## src/hdl/uep_regs.vh

```
`ifndef UEP_REGS_VH
`define UEP_REGS_VH

// ----------------------------------------------------------------
// register byte offsets
// ----------------------------------------------------------------
`define UEP_OFS_INDEX 4'h0
`define UEP_OFS_TX_MAX_PAYLOAD 4'h4
`define UEP_OFS_EP0_CSR 4'h8

// ----------------------------------------------------------------
// field positions
// ----------------------------------------------------------------
`define UEP_ENDPOINT_SELECT_MSB 3
`define UEP_MAXP_MSB 10
`define UEP_BIT_FIFO_DISCARD 8
`define UEP_BIT_SETUP_ABORT_ACK 7
`define UEP_BIT_RX_READY_ACK 6
`define UEP_BIT_STALL_REQUEST 5
`define UEP_BIT_EARLY_CONTROL_END 4
`define UEP_BIT_LAST_DATA_FLAG 3
`define UEP_BIT_STALL_SENT_FLAG 2
`define UEP_BIT_TX_PACKET_LOADED 1
`define UEP_BIT_RX_PACKET_PRESENT 0
`define UEP_HBIT_TOGGLE_WREN 10
`define UEP_HBIT_TOGGLE 9

// ----------------------------------------------------------------
// reset values
// ----------------------------------------------------------------
`define UEP_RST_ENDPOINT_SELECT 4'h0
`define UEP_RST_MAXP 11'h000
`define UEP_RST_HOST_LOW 8'h00
`define UEP_RST_HOST_TOGGLE 1'h0
`define UEP_EP0 4'h0

`endif

```

## src/hdl/uep_ep0_ctrl.v

```verilog
`timescale 1ns/1ns
`include "uep_regs.vh"

module uep_ep0_ctrl (
    input wire i_clk,
    input wire i_rst_b,
    // avalon-mm slave
    input wire [3:0] i_avs_address,
    input wire i_avs_read,
    input wire i_avs_write,
    input wire [31:0] i_avs_writedata,
    input wire [3:0] i_avs_byteenable,
    output reg [31:0] o_avs_readdata,
    output wire o_avs_waitrequest,
    // controller role: high while acting as host
    input wire i_host_role,
    // packet engine events, one-cycle pulses
    input wire i_rx_pkt_arrived,
    input wire i_tx_pkt_sent,
    input wire i_stall_sent,
    input wire i_ctrl_xfer_end,
    // state toward the packet engine
    output wire o_tx_packet_loaded,
    output wire o_rx_packet_present,
    output wire o_stall_request,
    output wire o_last_data_flag,
    output reg o_fifo_discard,
    output reg o_ep0_irq,
    output wire [10:0] o_max_payload_size,
    output wire [3:0] o_endpoint_select,
    output wire o_host_toggle
);

    // ----------------------------------------------------------------
    // bus handshake
    // ----------------------------------------------------------------
    // one wait state per access gives time to register read data
    reg bus_ack;
    wire bus_req;
    wire bus_take;
    wire wr_take;

    assign bus_req = i_avs_read | i_avs_write;
    assign o_avs_waitrequest = bus_req & ~bus_ack;
    assign bus_take = bus_req & bus_ack;
    assign wr_take = bus_take & i_avs_write;

    // ack toggles high on the second cycle of each request
    always @(posedge i_clk) begin
        if (!i_rst_b) begin
            bus_ack <= 1'b0;
        end else begin
            bus_ack <= bus_req & ~bus_ack;
        end
    end

    // ----------------------------------------------------------------
    // address decode
    // ----------------------------------------------------------------
    reg [3:0] endpoint_select;
    reg [10:0] max_payload_size;
    reg [7:0] host_low;
    // host flush is write-only and not stored, so no bit 8 here
    reg host_toggle;
    wire sel_index;
    wire sel_maxp;
    wire sel_csr;
    wire ep0_seen;
    wire peri_wr;
    wire host_wr;
    wire [15:0] wdata;

    assign wdata = i_avs_writedata[15:0];
    assign ep0_seen = (endpoint_select == `UEP_EP0);
    assign sel_index = (i_avs_address == `UEP_OFS_INDEX);
    assign sel_maxp = (i_avs_address == `UEP_OFS_TX_MAX_PAYLOAD);
    assign sel_csr = (i_avs_address == `UEP_OFS_EP0_CSR) & ep0_seen;
    // role picks which layout a csr write lands in
    assign peri_wr = wr_take & sel_csr & ~i_host_role;
    assign host_wr = wr_take & sel_csr & i_host_role;

    // ----------------------------------------------------------------
    // index and payload registers
    // ----------------------------------------------------------------
    wire maxp_lo_wr;
    wire maxp_hi_wr;

    // lanes split so a byte write leaves the other half untouched
    assign maxp_lo_wr = wr_take & sel_maxp & i_avs_byteenable[0];
    assign maxp_hi_wr = wr_take & sel_maxp & i_avs_byteenable[1];

    // the payload value is trusted as written; a bad size is software's fault
    always @(posedge i_clk) begin
        if (!i_rst_b) begin
            endpoint_select <= `UEP_RST_ENDPOINT_SELECT;
            max_payload_size <= `UEP_RST_MAXP;
        end else begin
            if (wr_take && sel_index && i_avs_byteenable[0]) begin
                endpoint_select <= wdata[`UEP_ENDPOINT_SELECT_MSB:0];
            end
            if (maxp_lo_wr) begin
                max_payload_size[7:0] <= wdata[7:0];
            end
            if (maxp_hi_wr) begin
                max_payload_size[10:8] <= wdata[10:8];
            end
        end
    end

    assign o_endpoint_select = endpoint_select;
    assign o_max_payload_size = max_payload_size;

    // ----------------------------------------------------------------
    // software strobes on the peripheral layout
    // ----------------------------------------------------------------
    wire lo_wr;
    wire hi_wr;
    wire sw_discard;
    wire sw_setup_ack;
    wire sw_rx_ack;
    wire sw_stall_req;
    wire sw_last_data;
    wire sw_stall_sent_clr;
    wire sw_tx_load;

    assign lo_wr = peri_wr & i_avs_byteenable[0];
    assign hi_wr = peri_wr & i_avs_byteenable[1];
    assign sw_discard = hi_wr & wdata[`UEP_BIT_FIFO_DISCARD];
    assign sw_setup_ack = lo_wr & wdata[`UEP_BIT_SETUP_ABORT_ACK];
    assign sw_rx_ack = lo_wr & wdata[`UEP_BIT_RX_READY_ACK];
    assign sw_stall_req = lo_wr & wdata[`UEP_BIT_STALL_REQUEST];
    assign sw_last_data = lo_wr & wdata[`UEP_BIT_LAST_DATA_FLAG];
    // stall sent is read/write: a zero written clears it
    assign sw_stall_sent_clr = lo_wr & ~wdata[`UEP_BIT_STALL_SENT_FLAG];
    assign sw_tx_load = lo_wr & wdata[`UEP_BIT_TX_PACKET_LOADED];

    // ----------------------------------------------------------------
    // flush and early end
    // ----------------------------------------------------------------
    wire tx_packet_loaded;
    wire rx_packet_present;
    wire last_data_flag;
    wire early_end_event;
    wire flush_now;

    // a transfer that closes without the last data mark is an abort
    assign early_end_event = i_ctrl_xfer_end & ~last_data_flag;
    // a software flush has effect only while a packet is flagged ready; an early end flushes regardless
    assign flush_now = (sw_discard & (tx_packet_loaded | rx_packet_present))
        | early_end_event;

    // discard pulse resets the fifo pointer in the packet engine
    always @(posedge i_clk) begin
        if (!i_rst_b) begin
            o_fifo_discard <= 1'b0;
        end else begin
            o_fifo_discard <= flush_now;
        end
    end

    // ----------------------------------------------------------------
    // endpoint 0 flags
    // ----------------------------------------------------------------
    wire tx_loaded_clr;
    wire rx_present_clr;

    // flush empties both directions, so both ready flags drop together
    assign tx_loaded_clr = i_tx_pkt_sent | flush_now;
    assign rx_present_clr = sw_rx_ack | flush_now;

    // loaded: software sets, sent packet or flush clears
    uep_flag u_tx_loaded (
        .i_clk(i_clk),
        .i_rst_b(i_rst_b),
        .i_set(sw_tx_load),
        .i_clr(tx_loaded_clr),
        .o_q(tx_packet_loaded)
    );

    // present: arrival sets, only acknowledge or flush clears
    uep_flag u_rx_present (
        .i_clk(i_clk),
        .i_rst_b(i_rst_b),
        .i_set(i_rx_pkt_arrived),
        .i_clr(rx_present_clr),
        .o_q(rx_packet_present)
    );

    // stall request drops once the handshake has gone out
    uep_flag u_stall_req (
        .i_clk(i_clk),
        .i_rst_b(i_rst_b),
        .i_set(sw_stall_req),
        .i_clr(i_stall_sent),
        .o_q(o_stall_request)
    );

    // last data mark lives until the transfer closes
    uep_flag u_last_data (
        .i_clk(i_clk),
        .i_rst_b(i_rst_b),
        .i_set(sw_last_data),
        .i_clr(i_ctrl_xfer_end),
        .o_q(last_data_flag)
    );

    wire stall_sent_flag;
    uep_flag u_stall_sent (
        .i_clk(i_clk),
        .i_rst_b(i_rst_b),
        .i_set(i_stall_sent),
        .i_clr(sw_stall_sent_clr),
        .o_q(stall_sent_flag)
    );

    wire early_control_end;
    uep_flag u_early_end (
        .i_clk(i_clk),
        .i_rst_b(i_rst_b),
        .i_set(early_end_event),
        .i_clr(sw_setup_ack),
        .o_q(early_control_end)
    );

    assign o_tx_packet_loaded = tx_packet_loaded;
    assign o_rx_packet_present = rx_packet_present;
    assign o_last_data_flag = last_data_flag;

    // ----------------------------------------------------------------
    // interrupt event toward the controller
    // ----------------------------------------------------------------
    wire irq_tx_done;
    wire irq_rx_arrival;
    wire irq_early_end;

    // a sent packet interrupts only if software had marked it loaded
    assign irq_tx_done = i_tx_pkt_sent & tx_packet_loaded;
    assign irq_rx_arrival = i_rx_pkt_arrived;
    assign irq_early_end = early_end_event;

    // masking and status live in the controller's shared interrupt block
    always @(posedge i_clk) begin
        if (!i_rst_b) begin
            o_ep0_irq <= 1'b0;
        end else begin
            o_ep0_irq <= irq_tx_done | irq_rx_arrival | irq_early_end;
        end
    end

    // ----------------------------------------------------------------
    // host layout storage
    // ----------------------------------------------------------------
    // only plain storage here; host transaction behaviour sits elsewhere.
    // toggle bit takes a write only with its write enable in the same write
    always @(posedge i_clk) begin
        if (!i_rst_b) begin
            host_low <= `UEP_RST_HOST_LOW;
            host_toggle <= `UEP_RST_HOST_TOGGLE;
        end else begin
            if (host_wr && i_avs_byteenable[0]) begin
                host_low <= wdata[7:0];
            end
            if (host_wr && i_avs_byteenable[1] && wdata[`UEP_HBIT_TOGGLE_WREN]) begin
                host_toggle <= wdata[`UEP_HBIT_TOGGLE];
            end
        end
    end

    assign o_host_toggle = host_toggle;

    // ----------------------------------------------------------------
    // read data
    // ----------------------------------------------------------------
    // write-only strobe bits read zero; reserved bits read zero
    reg [15:0] next_rd;
    always @* begin
        next_rd = 16'h0000;
        if (sel_index) begin
            next_rd[`UEP_ENDPOINT_SELECT_MSB:0] = endpoint_select;
        end else if (sel_maxp) begin
            next_rd[`UEP_MAXP_MSB:0] = max_payload_size;
        end else if (sel_csr && i_host_role) begin
            next_rd[7:0] = host_low;
            next_rd[`UEP_HBIT_TOGGLE] = host_toggle;
        end else if (sel_csr) begin
            next_rd[`UEP_BIT_EARLY_CONTROL_END] = early_control_end;
            next_rd[`UEP_BIT_STALL_SENT_FLAG] = stall_sent_flag;
            next_rd[`UEP_BIT_TX_PACKET_LOADED] = tx_packet_loaded;
            next_rd[`UEP_BIT_RX_PACKET_PRESENT] = rx_packet_present;
        end
    end

    wire rd_capture;

    // sampled in the wait cycle only, so a held read is not captured twice
    assign rd_capture = i_avs_read & ~bus_ack;

    // captured in the wait cycle, stands at the accepting edge
    always @(posedge i_clk) begin
        if (!i_rst_b) begin
            o_avs_readdata <= 32'h00000000;
        end else if (rd_capture) begin
            o_avs_readdata <= {16'h0000, next_rd};
        end
    end

endmodule // uep_ep0_ctrl

```

## src/hdl/uep_flag.v

```verilog
`timescale 1ns/1ns
// sticky flag: a set in the same cycle as a clear wins
module uep_flag (
    input wire i_clk,
    input wire i_rst_b,
    input wire i_set,
    input wire i_clr,
    output reg o_q
);

    // ----------------------------------------------------------------
    // flag storage
    // ----------------------------------------------------------------
    // set checked first so an event is never lost to a clear
    always @(posedge i_clk) begin
        if (!i_rst_b) begin
            o_q <= 1'b0;
        end else if (i_set) begin
            o_q <= 1'b1;
        end else if (i_clr) begin
            o_q <= 1'b0;
        end
    end

endmodule // uep_flag

```

## config.mk

```make
export PLATFORM = sky130hd
export DESIGN_NAME = uep_ep0_ctrl
export DESIGN_NICKNAME = d
export VERILOG_FILES = /design/src/hdl/uep_ep0_ctrl.v /design/src/hdl/uep_flag.v
export VERILOG_INCLUDE_DIRS = /design/src /design/src/hdl
export SDC_FILE = /design/constraint.sdc
export NUM_CORES = 1
export LEC_CHECK = 0
export BUFFER_PORTS_ARGS = -buffer_cell sky130_fd_sc_hd__buf_2
export CELL_PAD_IN_SITES_DETAIL_PLACEMENT = 0
export CELL_PAD_IN_SITES_GLOBAL_PLACEMENT = 1
export CORE_UTILIZATION = 35
export CTS_CLUSTER_SIZE = 25
export DETAILED_ROUTE_END_ITERATION = 8
export PLACE_DENSITY_LB_ADDON = 0.2
export SLEW_MARGIN = 20
export SYNTH_ARGS = -nofsm -noshare
export SYNTH_HDL_FRONTEND = slang
export SYNTH_SLANG_ARGS = --single-unit
```

## constraint.sdc

```tcl
create_clock -name i_clk -period 4.52 [get_ports i_clk]
set_clock_uncertainty 0.15 [all_clocks]
set_input_delay 0.226 -clock i_clk [delete_from_list [all_inputs] [get_ports i_clk]]
set_output_delay 0.226 -clock i_clk [all_outputs]
set_load 0.01 [all_outputs]
```

==> out/qor.yml, run 1 <==
ys_ff_latch: 44
max_freq_ghz: 0.462
ios: 104
critPathLaunchType: "flop"
grt_pass1_vias: 1706
grt_use_total_pct: 17.9
yosysUniqueCellTypes: 42
numClockSinks: 44
hpwl_mm: 3.85
clkTransAtPathRegs_ns: 0.09
ir_worst_vdd_mv: 0.157
cts-resized-gates: 0
rows: 27
ys_warn_count: 0
die_w_um: 79.5
cp_max_fo: 16
arrival_ns: 2.17
crit_family: "simple AND/OR/NAND/NOR gates"
grt_max_degree: 56
die_y_um: 79.5
grt_first_pass_wirelength_mm: 8.55
cp_cell_sequence: "nor4b_1 > nand4_1 > nand3_1 > o21ai_0"
overflow: 0
syn_inst: 240
ys_seq_area_share_pct: 42.0
crit_path_top_delay_cell: "nand4_1"
syn_avg_cell_area_um2: 8.75
core_um2: 5640
cts_tree: "yes"
nFillCells: 592
io_buffers: 59
p_total_mw: 0.775
place_ws_ns: 2.37
setup_slack_ns: 2.35
routed_wirelength_mm: 5.36
place.gp.congestion: 0.730
mostFrequentLayoutCells: "buf_2, dfxtp_1, nand2_1, o21ai_0, conb_1"
min_period_over_period_pct: 47.9
p_leak_nw: 1.15
rsz0062_at_grt: "false"
cts_hold_buf: 0
num_vias: 1798
cts_buffers: 5
final_max_slew_viol_count: 0
finalHoldViolCount: 0
syn_to_final_growth_pct: 16.8
cp_slowest_stage_delay_ns: 0.63
setup_tns_ns: 0
worst_ep_required_time_ns: 4.53
clock-root-buffer: "clkbuf_8"
syn_area_um2: 2100
start_util_pct: 37.2
cap_violations: 0
min_period_ns: 2.17
antenna_found_initial: 0
async_flop_share_pct: 0
power_density_nw_per_um2: 316
firstDrtPassIters: 4
cp_num_buf_inv: 0
setup_viol_count_final: 0
cp-end-kind: "flop"
drive_gt1_share_pct: 24.7
critical_path_class: "flop to flop"
status: "finished, final reports clean"
worst_pin_slew_ns: 0.905
antenna_cells: 0
regToRegSetupSlack_ns: 2.35
final_common_cell: "buf_2"
synth_flop_cell: "dfxtp_1"
max-slew-margin-rel_pct: 39.5
viasPerCell: 4.95
whs_ns: 0.00878
worstHoldPathType: "primary input to flop"
wl_per_cell_um: 14.8
htree_levels: 2
nets: 339
post-cts-setup-buffer-count: 0
ant_nets: 0
synth_edf_count: 0
clockBufferDepth: 2
insertion_delay_ns: 0.30
fin_util_pct: 43.5
drc: 0
drt_iter0_drc: 72
dieArea_um2: 6310
-- sequential cells by signal (all words and copies together) (netlist names) --
signal	flops
u_early_end.o_q	1
o_host_toggle	1
bus_ack	1
u_rx_present.o_q	1
o_fifo_discard	1
u_tx_loaded.o_q	1
o_avs_readdata	11
u_stall_sent.o_q	1
o_max_payload_size	11
u_last_data.o_q	1
u_stall_req.o_q	1
host_low	8
o_endpoint_select	4
o_ep0_irq	1
-- cell type report --
type	instances	area (µm²)	share of cell area [%]
Timing Repair Buffer	59	295	12.0
Tap cell	72	90.1	3.67
Multi-Input combinational cell	178	1070	43.7
Clock buffer	6	72.6	2.96
Clock inverter	2	35.0	1.43
Sequential cell	44	881	35.9
Inverter	2	7.51	0.306
-- kinds of logic after synthesis --
group / Yosys count / synth area share [%]
AND/OR/NAND/NOR: 86 / 22.5
AO/OA/AOI/OAI: 57 / 17.7
flip-flops: 44 / 42.0
buffers and inverters: 38 / 10.9
multiplexers: 14 / 6.73
other: 1 / 0.179
-- synth_stat cells, drive strengths merged (2+ instances only) --
cell type / n / share of area (%)
and2: 2 / 0.60
and3: 2 / 0.60
buf: 24 / 8.3
o211ai: 2 / 0.71
nor2b: 12 / 3.6
a21boi: 11 / 3.9
a21o: 4 / 1.4
o21ai: 24 / 5.7
o22a: 2 / 0.83
a41oi: 2 / 0.83
mux2i: 13 / 6.2
nand3b: 2 / 0.71
nor2: 7 / 2.0
a21oi: 4 / 0.95
inv: 2 / 0.36
or3: 2 / 0.60
clkbuf: 12 / 2.2
nand2: 26 / 4.6
and3b: 2 / 0.83
nor4b: 2 / 0.83
o31a: 2 / 0.83
nor4: 2 / 0.89
nand2b: 2 / 0.60
dfxtp: 44 / 42
nand3: 21 / 5.2
-- per-layer routing --
metal | global-route usage, % | up-vias | part of all wire [%]
li1 | - | 899 | -
met1 | 24.3 | 838 | 49
met2 | 28.4 | 57 | 46
met3 | 4.00 | 4 | 4.9
met4 | 4.73 | 0 | 0.63
met5 | 0 | - | 0
-- report_power, final --
part | switching (mW) | internal (mW) | total (mW)
clock | 0.135 | 0.164 | 0.299
combinational | 0.0501 | 0.0267 | 0.0768
sequential | 0.00459 | 0.394 | 0.399
total | 0.190 | 0.585 | 0.775
-- path summary, 6_finish.rpt --
| path | from | to | cells past startpoint |
|---|---|---|---|
| setup / recovery | o_endpoint_select[1]$_SDFFE_PN0P_ | host_low[2]$_SDFFE_PN0P_ | 4 |
| hold / removal | i_rx_pkt_arrived | u_rx_present.o_q$_SDFFE_PN0P_ | 2 |
| setup reg to reg | o_endpoint_select[1]$_SDFFE_PN0P_ | host_low[2]$_SDFFE_PN0P_ | 4 |
| hold reg to reg | host_low[7]$_SDFFE_PN0P_ | o_avs_readdata[7]$_SDFFE_PN0P_ | 1 |
-- through the flow --
stage / area (µm²) / std cells
global placement: 2340 / 355
finish: 2450 / 363
detailed placement: 2340 / 355
global route: 2450 / 363
CTS: 2450 / 363
floorplan: 2170 / 260
No activity file was read; power rests on OpenSTA's default activity.
==> run 2, diff against run 1 <==
--- a/config.mk
+++ b/config.mk
@@ -6,10 +6,11 @@
 export SDC_FILE = /design/constraint.sdc
 export NUM_CORES = 1
 export LEC_CHECK = 0
+export ABC_AREA = 1
 export BUFFER_PORTS_ARGS = -buffer_cell sky130_fd_sc_hd__buf_2
 export CELL_PAD_IN_SITES_DETAIL_PLACEMENT = 0
 export CELL_PAD_IN_SITES_GLOBAL_PLACEMENT = 1
-export CORE_UTILIZATION = 35
+export CORE_UTILIZATION = 28
 export CTS_CLUSTER_SIZE = 25
 export DETAILED_ROUTE_END_ITERATION = 8
 export PLACE_DENSITY_LB_ADDON = 0.2
==> constraint.sdc (replaced) <==
create_clock -name i_clk -period 1.8 [get_ports i_clk]
set_clock_uncertainty 0.15 [all_clocks]
set_input_delay 0.09 -clock i_clk [delete_from_list [all_inputs] [get_ports i_clk]]
set_output_delay 0.09 -clock i_clk [all_outputs]
set_load 0.01 [all_outputs]
==> run 2 against run 1 <==
Net effect: via count up 6.9%; largest power group unchanged; sequential share of layout area decreased by 3.7 points; non-clock buffer count increased by 24; critical path type unchanged.
==> out/qor.yml, run 2 <==
setup_slack_ns: 0.253  # -2.10 ns
io_buffers: 59  # unchanged
insertion_delay_ns: 0.30  # about the same
start_util_pct: 29.1  # -8.1 points
grt_pass1_vias: 1711  # +0.29%
cp_max_fo: 16  # unchanged
dieArea_um2: 7890  # +25%
synth.most_common_cell: "nand2_1"
ir_worst_vdd_mv: 0.348  # +120%
mostFrequentLayoutCells: "buf_2, nand2_1, dfxtp_1, nor2_1, a21oi_1"
synthTopCellsByArea: "dfxtp_1, nand2_1, buf_4"
yosysUniqueCellTypes: 28  # -33%
instances_no_fill: 463  # +28%
core_um2: 7250  # +29%
rsz0062_at_grt: "false"
overflow: 0  # unchanged
htree_levels: 2  # unchanged
setup_tns_ns: 0  # unchanged
power_density_nw_per_um2: 730  # +130%
rows: 31  # +15%
yosysTopAreaCell: "dfxtp_1"
ys_seq_area_share_pct: 41.7  # -0.25 points
syn_area_um2: 2110  # +0.60%
setup_viol_count_final: 0  # unchanged
ys_ff_latch: 44  # unchanged
fin_util_pct: 37.7  # -5.8 points
syn_inst: 282  # +18%
drive_gt1_share_pct: 27.5  # +2.7 points
final_common_cell: "buf_2"
antenna_found_initial: 0  # unchanged
cp-end-kind: "flop"
place_inst: 438  # +23%
worst_ep_required_time_ns: 1.84  # -2.69 ns
wl_per_cell_um: 11.5  # -22%
syn_to_final_growth_pct: 29.5
final_max_slew_viol_count: 0  # unchanged
place.gp.congestion: 0.721  # -1.2%
num_vias: 1922  # +6.9%
min_period_over_period_pct: 86.0  # +38 points
synth.top_cell.area_share_pct: 41.7  # -0.25 points
critical_path_class: "flop to flop"
min_period_ns: 1.55  # -0.619 ns
max_freq_ghz: 0.646  # +40%
drt_iter0_drc: 80  # +11%
clock-root-buffer: "clkbuf_8"
placed_cell_area_um2: 2450  # +4.6%
arrival_ns: 1.58  # -0.59 ns
status: "finished, final reports clean"
synth_flop_cell: "dfxtp_1"
numClockSinks: 44  # unchanged
place_ws_ns: 0.241  # -2.13 ns
drc: 0  # unchanged
worstHoldPathType: "primary input to flop"
cap_violations: 0  # unchanged
finalHoldViolCount: 0  # unchanged
p_leak_nw: 1.26  # +9.7%
synth_edf_count: 0  # unchanged
critPathLaunchType: "flop"
nets: 412  # +22%
whs_ns: 0.0299  # +0.0212 ns
die_y_um: 88.9  # +12%
routed_wirelength_mm: 5.32  # -0.86%
stdcell_area_um2: 2740  # +12%
p_total_mw: 2.00  # +160%
antenna_cells: 0  # unchanged
cts_buffers: 5  # unchanged
async_flop_share_pct: 0  # unchanged
grt_use_total_pct: 14.5  # -3.4 points
clkTransAtPathRegs_ns: 0.09  # about the same
die_w_um: 88.9  # +12%
cts-resized-gates: 0  # unchanged
grt_first_pass_wirelength_mm: 8.53  # -0.25%
ys_warn_count: 0  # unchanged
grt_max_degree: 19  # -66%
nFillCells: 815  # +38%
viasPerCell: 4.15  # -16%
hpwl_mm: 4.04  # +5.0%
syn_avg_cell_area_um2: 7.49  # -14%
ant_nets: 0  # unchanged
synth_top_cells_by_count: "nand2_1, dfxtp_1, nor2_1"
cts_tree: "yes"
firstDrtPassIters: 4  # unchanged
clockBufferDepth: 2  # unchanged
ios: 104  # unchanged
run 2: kinds of logic (layout without fill, tap and decap cells):
group	Yosys count	in the layout	synth area share (%)
flip-flops	44	44	41.7
other	1	21	0.178
AO/OA/AOI/OAI	62	62	17.7
AND/OR/NAND/NOR	113	113	24.5
buffers and inverters	61	123	15.4
multiplexers	1	1	0.533
run 2: routing by layer:
| metal | GRT usage, % | routed length (µm) |
|---|---|---|
| met5 | 0 | 0 |
| met4 | 3.96 | 53 |
| met3 | 4.10 | 299 |
| met2 | 23.6 | 2470 |
| met1 | 18.9 | 2490 |
run 2: path summary, 6_finish.rpt:
kind                                          start                             end  slack (ns)  cells past startpoint
setup / recovery  o_endpoint_select[0]$_SDFFE_PN0P_        host_low[5]$_SDFFE_PN0P_        0.25                      6
hold / removal                  i_avs_byteenable[0]    u_last_data.o_q$_SDFFE_PN0P_        0.03                      5
setup reg to reg  o_endpoint_select[0]$_SDFFE_PN0P_        host_low[5]$_SDFFE_PN0P_        0.25                      6
hold reg to reg      o_avs_readdata[4]$_SDFFE_PN0P_  o_avs_readdata[4]$_SDFFE_PN0P_        0.31                      2
run 2: layout make-up:
class,count,area (µm²),share of cell area (%)
multi-input combinational,197,981,35.9
clock buffer,5,68.8,2.52
inverter,32,120,4.39
clock inverter,3,42.5,1.56
tap,99,124,4.53
sequential,44,881,32.2
timing repair buffer,83,518,18.9
run 2: what timing repair did:
| item | 4_1_cts | 5_1_grt |
|---|---|---|
| endpoints found under the setup margin | 0 | 0 |
| hold buffers | 17 | 0 |
| endpoints found under the hold margin | 32 | 0 |
| buffers inserted | 0 | 0 |
run 2: power breakdown:
group	total, mW	switching, mW	internal, mW
clock	0.772	0.361	0.411
combinational	0.226	0.136	0.0896
sequential	0.999	0.00877	0.990
run 2: critical path: stages, from the launching register on:
cell and delay (ns):
dfxtp_1 0.35, nor2_2 0.12, nand2_2 0.09, nor2_8 0.22, nand3_4 0.25, nor2_1 0.21
a211oi_2 0.04
==> run 3, diff against run 2 <==
--- a/config.mk
+++ b/config.mk
@@ -10,9 +10,11 @@
 export BUFFER_PORTS_ARGS = -buffer_cell sky130_fd_sc_hd__buf_2
 export CELL_PAD_IN_SITES_DETAIL_PLACEMENT = 0
 export CELL_PAD_IN_SITES_GLOBAL_PLACEMENT = 1
+export CORE_ASPECT_RATIO = 0.6
 export CORE_UTILIZATION = 28
 export CTS_CLUSTER_SIZE = 25
 export DETAILED_ROUTE_END_ITERATION = 8
+export GPL_TIMING_DRIVEN = 0
 export PLACE_DENSITY_LB_ADDON = 0.2
 export SLEW_MARGIN = 20
 export SYNTH_ARGS = -nofsm -noshare
==> run 3 against run 2 <==
Net effect: die area grew 0.15%; combinational power is 16% higher; total power increased by 6.8%; clock power is 13% higher; fmax decreased by 5.1%; final area up 6.7%; global-route usage grew 1.5 points; sequential power is essentially flat; first-iteration DRC count increased by 29%; highest routed layer unchanged.
==> out/qor.yml, run 3 (synthesis gave the netlist of run 2 again) <==
antenna_found_initial: 0  # unchanged
endpoint: "u_rx_present.o_q$_SDFFE_PN0P_"
final_max_slew_viol_count: 0  # unchanged
ir_worst_vdd_mv: 0.296  # -15%
status: "finished, final reports clean"
routed_wirelength_mm: 6.10  # +15%
cap_violations: 0  # unchanged
drt_iter0_drc: 103  # +29%
antenna_cells: 0  # unchanged
mostFrequentLayoutCells: "buf_2, nand2_1, dfxtp_1, nor2_1, a21oi_1"
whs_ns: 0.0111  # -0.0189 ns
rsz0062_at_grt: "false"
hpwl_mm: 4.73  # +17%
setup_viol_count_final: 0  # unchanged
final_common_cell: "buf_2"
dieArea_um2: 7910  # +0.15%
rows: 24  # -23%
critPathLaunchType: "flop"
min_period_ns: 1.63  # +0.0834 ns
grt_max_degree: 13  # -6
drc: 0  # unchanged
p_leak_nw: 1.38  # +9.6%
hold_start: "i_rst_b"
grt_use_total_pct: 16.0  # +1.5 points
drive_gt1_share_pct: 30.6  # +3.2 points
grt.busiest_layer: "met1"
core_um2: 7270  # +0.19%
cts_buffers: 5  # unchanged
cts_tree: "yes"
grt_pass1_vias: 1819  # +6.3%
seq_area_um2: 881  # unchanged
ios: 104  # unchanged
critical_path_class: "flop to flop"
multi_input_area_um2: 983  # +0.26%
worst_pin_slew_ns: 0.538
insertion_delay_ns: 0.28  # -0.02 ns
grt_util_met3_pct: 3.50  # -0.61 points
nFillCells: 801  # -1.7%
grt_first_pass_wirelength_mm: 9.59  # +12%
overflow: 0  # unchanged
post-cts-setup-buffer-count: 0  # unchanged
met2_usage_pct: 22.2  # -1.4 points
num_vias: 2031  # +5.7%
cp_max_fo: 10  # -6
io_buffers: 59  # unchanged
worst_ep_required_time_ns: 1.81  # -0.03 ns
wl_per_cell_um: 12.5  # +8.6%
ant_nets: 0  # unchanged
start_util_pct: 29.1  # -0.055 points
viasPerCell: 4.15  # about the same
startpoint: "o_endpoint_select[0]$_SDFFE_PN0P_"
clockBufferDepth: 2  # unchanged
numClockSinks: 44  # unchanged
r2r-start: "o_endpoint_select[0]$_SDFFE_PN0P_"
nets: 434  # +5.3%
max-slew-margin-rel_pct: 64.1
power_density_nw_per_um2: 731  # +0.10%
regToRegSetupSlack_ns: 0.17  # -0.08 ns
rr_worst_depth: 8  # +2
die_y_um: 69.3  # -22%
clock-root-buffer: "clkbuf_16"
min_period_over_period_pct: 90.6  # +4.6 points
htree_levels: 2  # unchanged
clkTransAtPathRegs_ns: 0.06  # -0.03 ns
cp-end-kind: "flop"
finalHoldViolCount: 0  # unchanged
place.gp.congestion: 0.742  # +2.8%
die_w_um: 114  # +28%
r2r_end: "u_rx_present.o_q$_SDFFE_PN0P_"
max_freq_ghz: 0.613  # -5.1%
syn_to_final_growth_pct: 38.2
arrival_ns: 1.64  # +0.06 ns
firstDrtPassIters: 4  # unchanged
grt_use_met1_pct: 25.0  # +6.1 points
worstHoldPathType: "primary input to flop"
setup_tns_ns: 0  # unchanged
## run 3: cell types whose count changed in the layout (fill, tap and decap cells not counted)
cell and change:
buf_4 +16, nor2_2 +1, nor2_1 -1, clkbuf_1 +3, clkbuf_16 +5, clkbuf_8 -5, buf_1 +1, buf_2 +2
clkinvlp_4 -1, bufinv_16 -1, buf_6 +1
## run 3: cell type report
| class | instances | area share [%] |
|---|---|---|
| plain buffers | 29 | 7.03 |
| clock buffers | 6 | 4.41 |
| clock inverters | 1 | 0.171 |
| inverters | 32 | 4.11 |
| multi-input cells | 197 | 33.7 |
| flip-flops and latches | 44 | 30.2 |
| well taps | 104 | 4.46 |
| repair buffers | 76 | 15.9 |
## run 3: critical path, stage by stage, from the launching register on
cell     delay [ns]
dfxtp_1        0.35
nor2_2         0.13
nand2_2        0.09
nor2_8         0.22
nand3_1        0.21
nor2_1         0.17
nor2_1         0.07
nor2_1         0.08
nor2_1         0.04
## run 3: timing repair
| action | in CTS | in global routing |
|---|---|---|
| setup endpoints to repair | 0 | 1 |
| hold endpoints to repair | 27 | 0 |
| hold buffers | 17 | 0 |
| resized for setup | 0 | 1 |
## run 3: report_power, final
| part | internal [mW] | switching, mW | total (mW) | leakage (nW) |
|---|---|---|---|---|
| sequential | 0.992 | 0.00985 | 1.00 | 0.357 |
| clock | 0.505 | 0.365 | 0.870 | 0.0667 |
| combinational | 0.114 | 0.148 | 0.262 | 0.953 |
| total | 1.61 | 0.523 | 2.13 | 1.38 |
## run 3: how the worst min path moves through the flow
stage | cells past startpoint | slack, ns | to
floorplan | 2 | 0.06 | u_rx_present.o_q$_SDFFE_PN0P_
global placement | 3 | 0.19 | u_rx_present.o_q$_SDFFE_PN0P_
detailed placement | 3 | 0.19 | u_rx_present.o_q$_SDFFE_PN0P_
CTS | 3 | 0.007 | o_max_payload_size[6]$_SDFFE_PN0P_
global route | 3 | 0.02 | o_endpoint_select[2]$_SDFFE_PN0P_
finish | 3 | 0.01 | o_max_payload_size[6]$_SDFFE_PN0P_
## run 3: stage by stage
stage | cell area, µm² | total power [mW] | setup slack [ns] | instances | util (%)
floorplan | 2190 | 1.17 | 0.375 | 302 | -
global placement | 2610 | 1.26 | 0.156 | 465 | 36.0
detailed placement | 2610 | 1.26 | 0.133 | 465 | 36.0
CTS | 2920 | 2.15 | 0.112 | 489 | 40.1
global route | 2920 | 2.22 | 0.0577 | 489 | 40.2
finish | 2920 | 2.13 | 0.169 | 489 | 40.2
## run 3: per-layer routing
layer,share of wire [%],routed length (µm)
met1,53,3230
met2,40,2440
met3,6.4,391
met4,0.51,31
met5,0,0
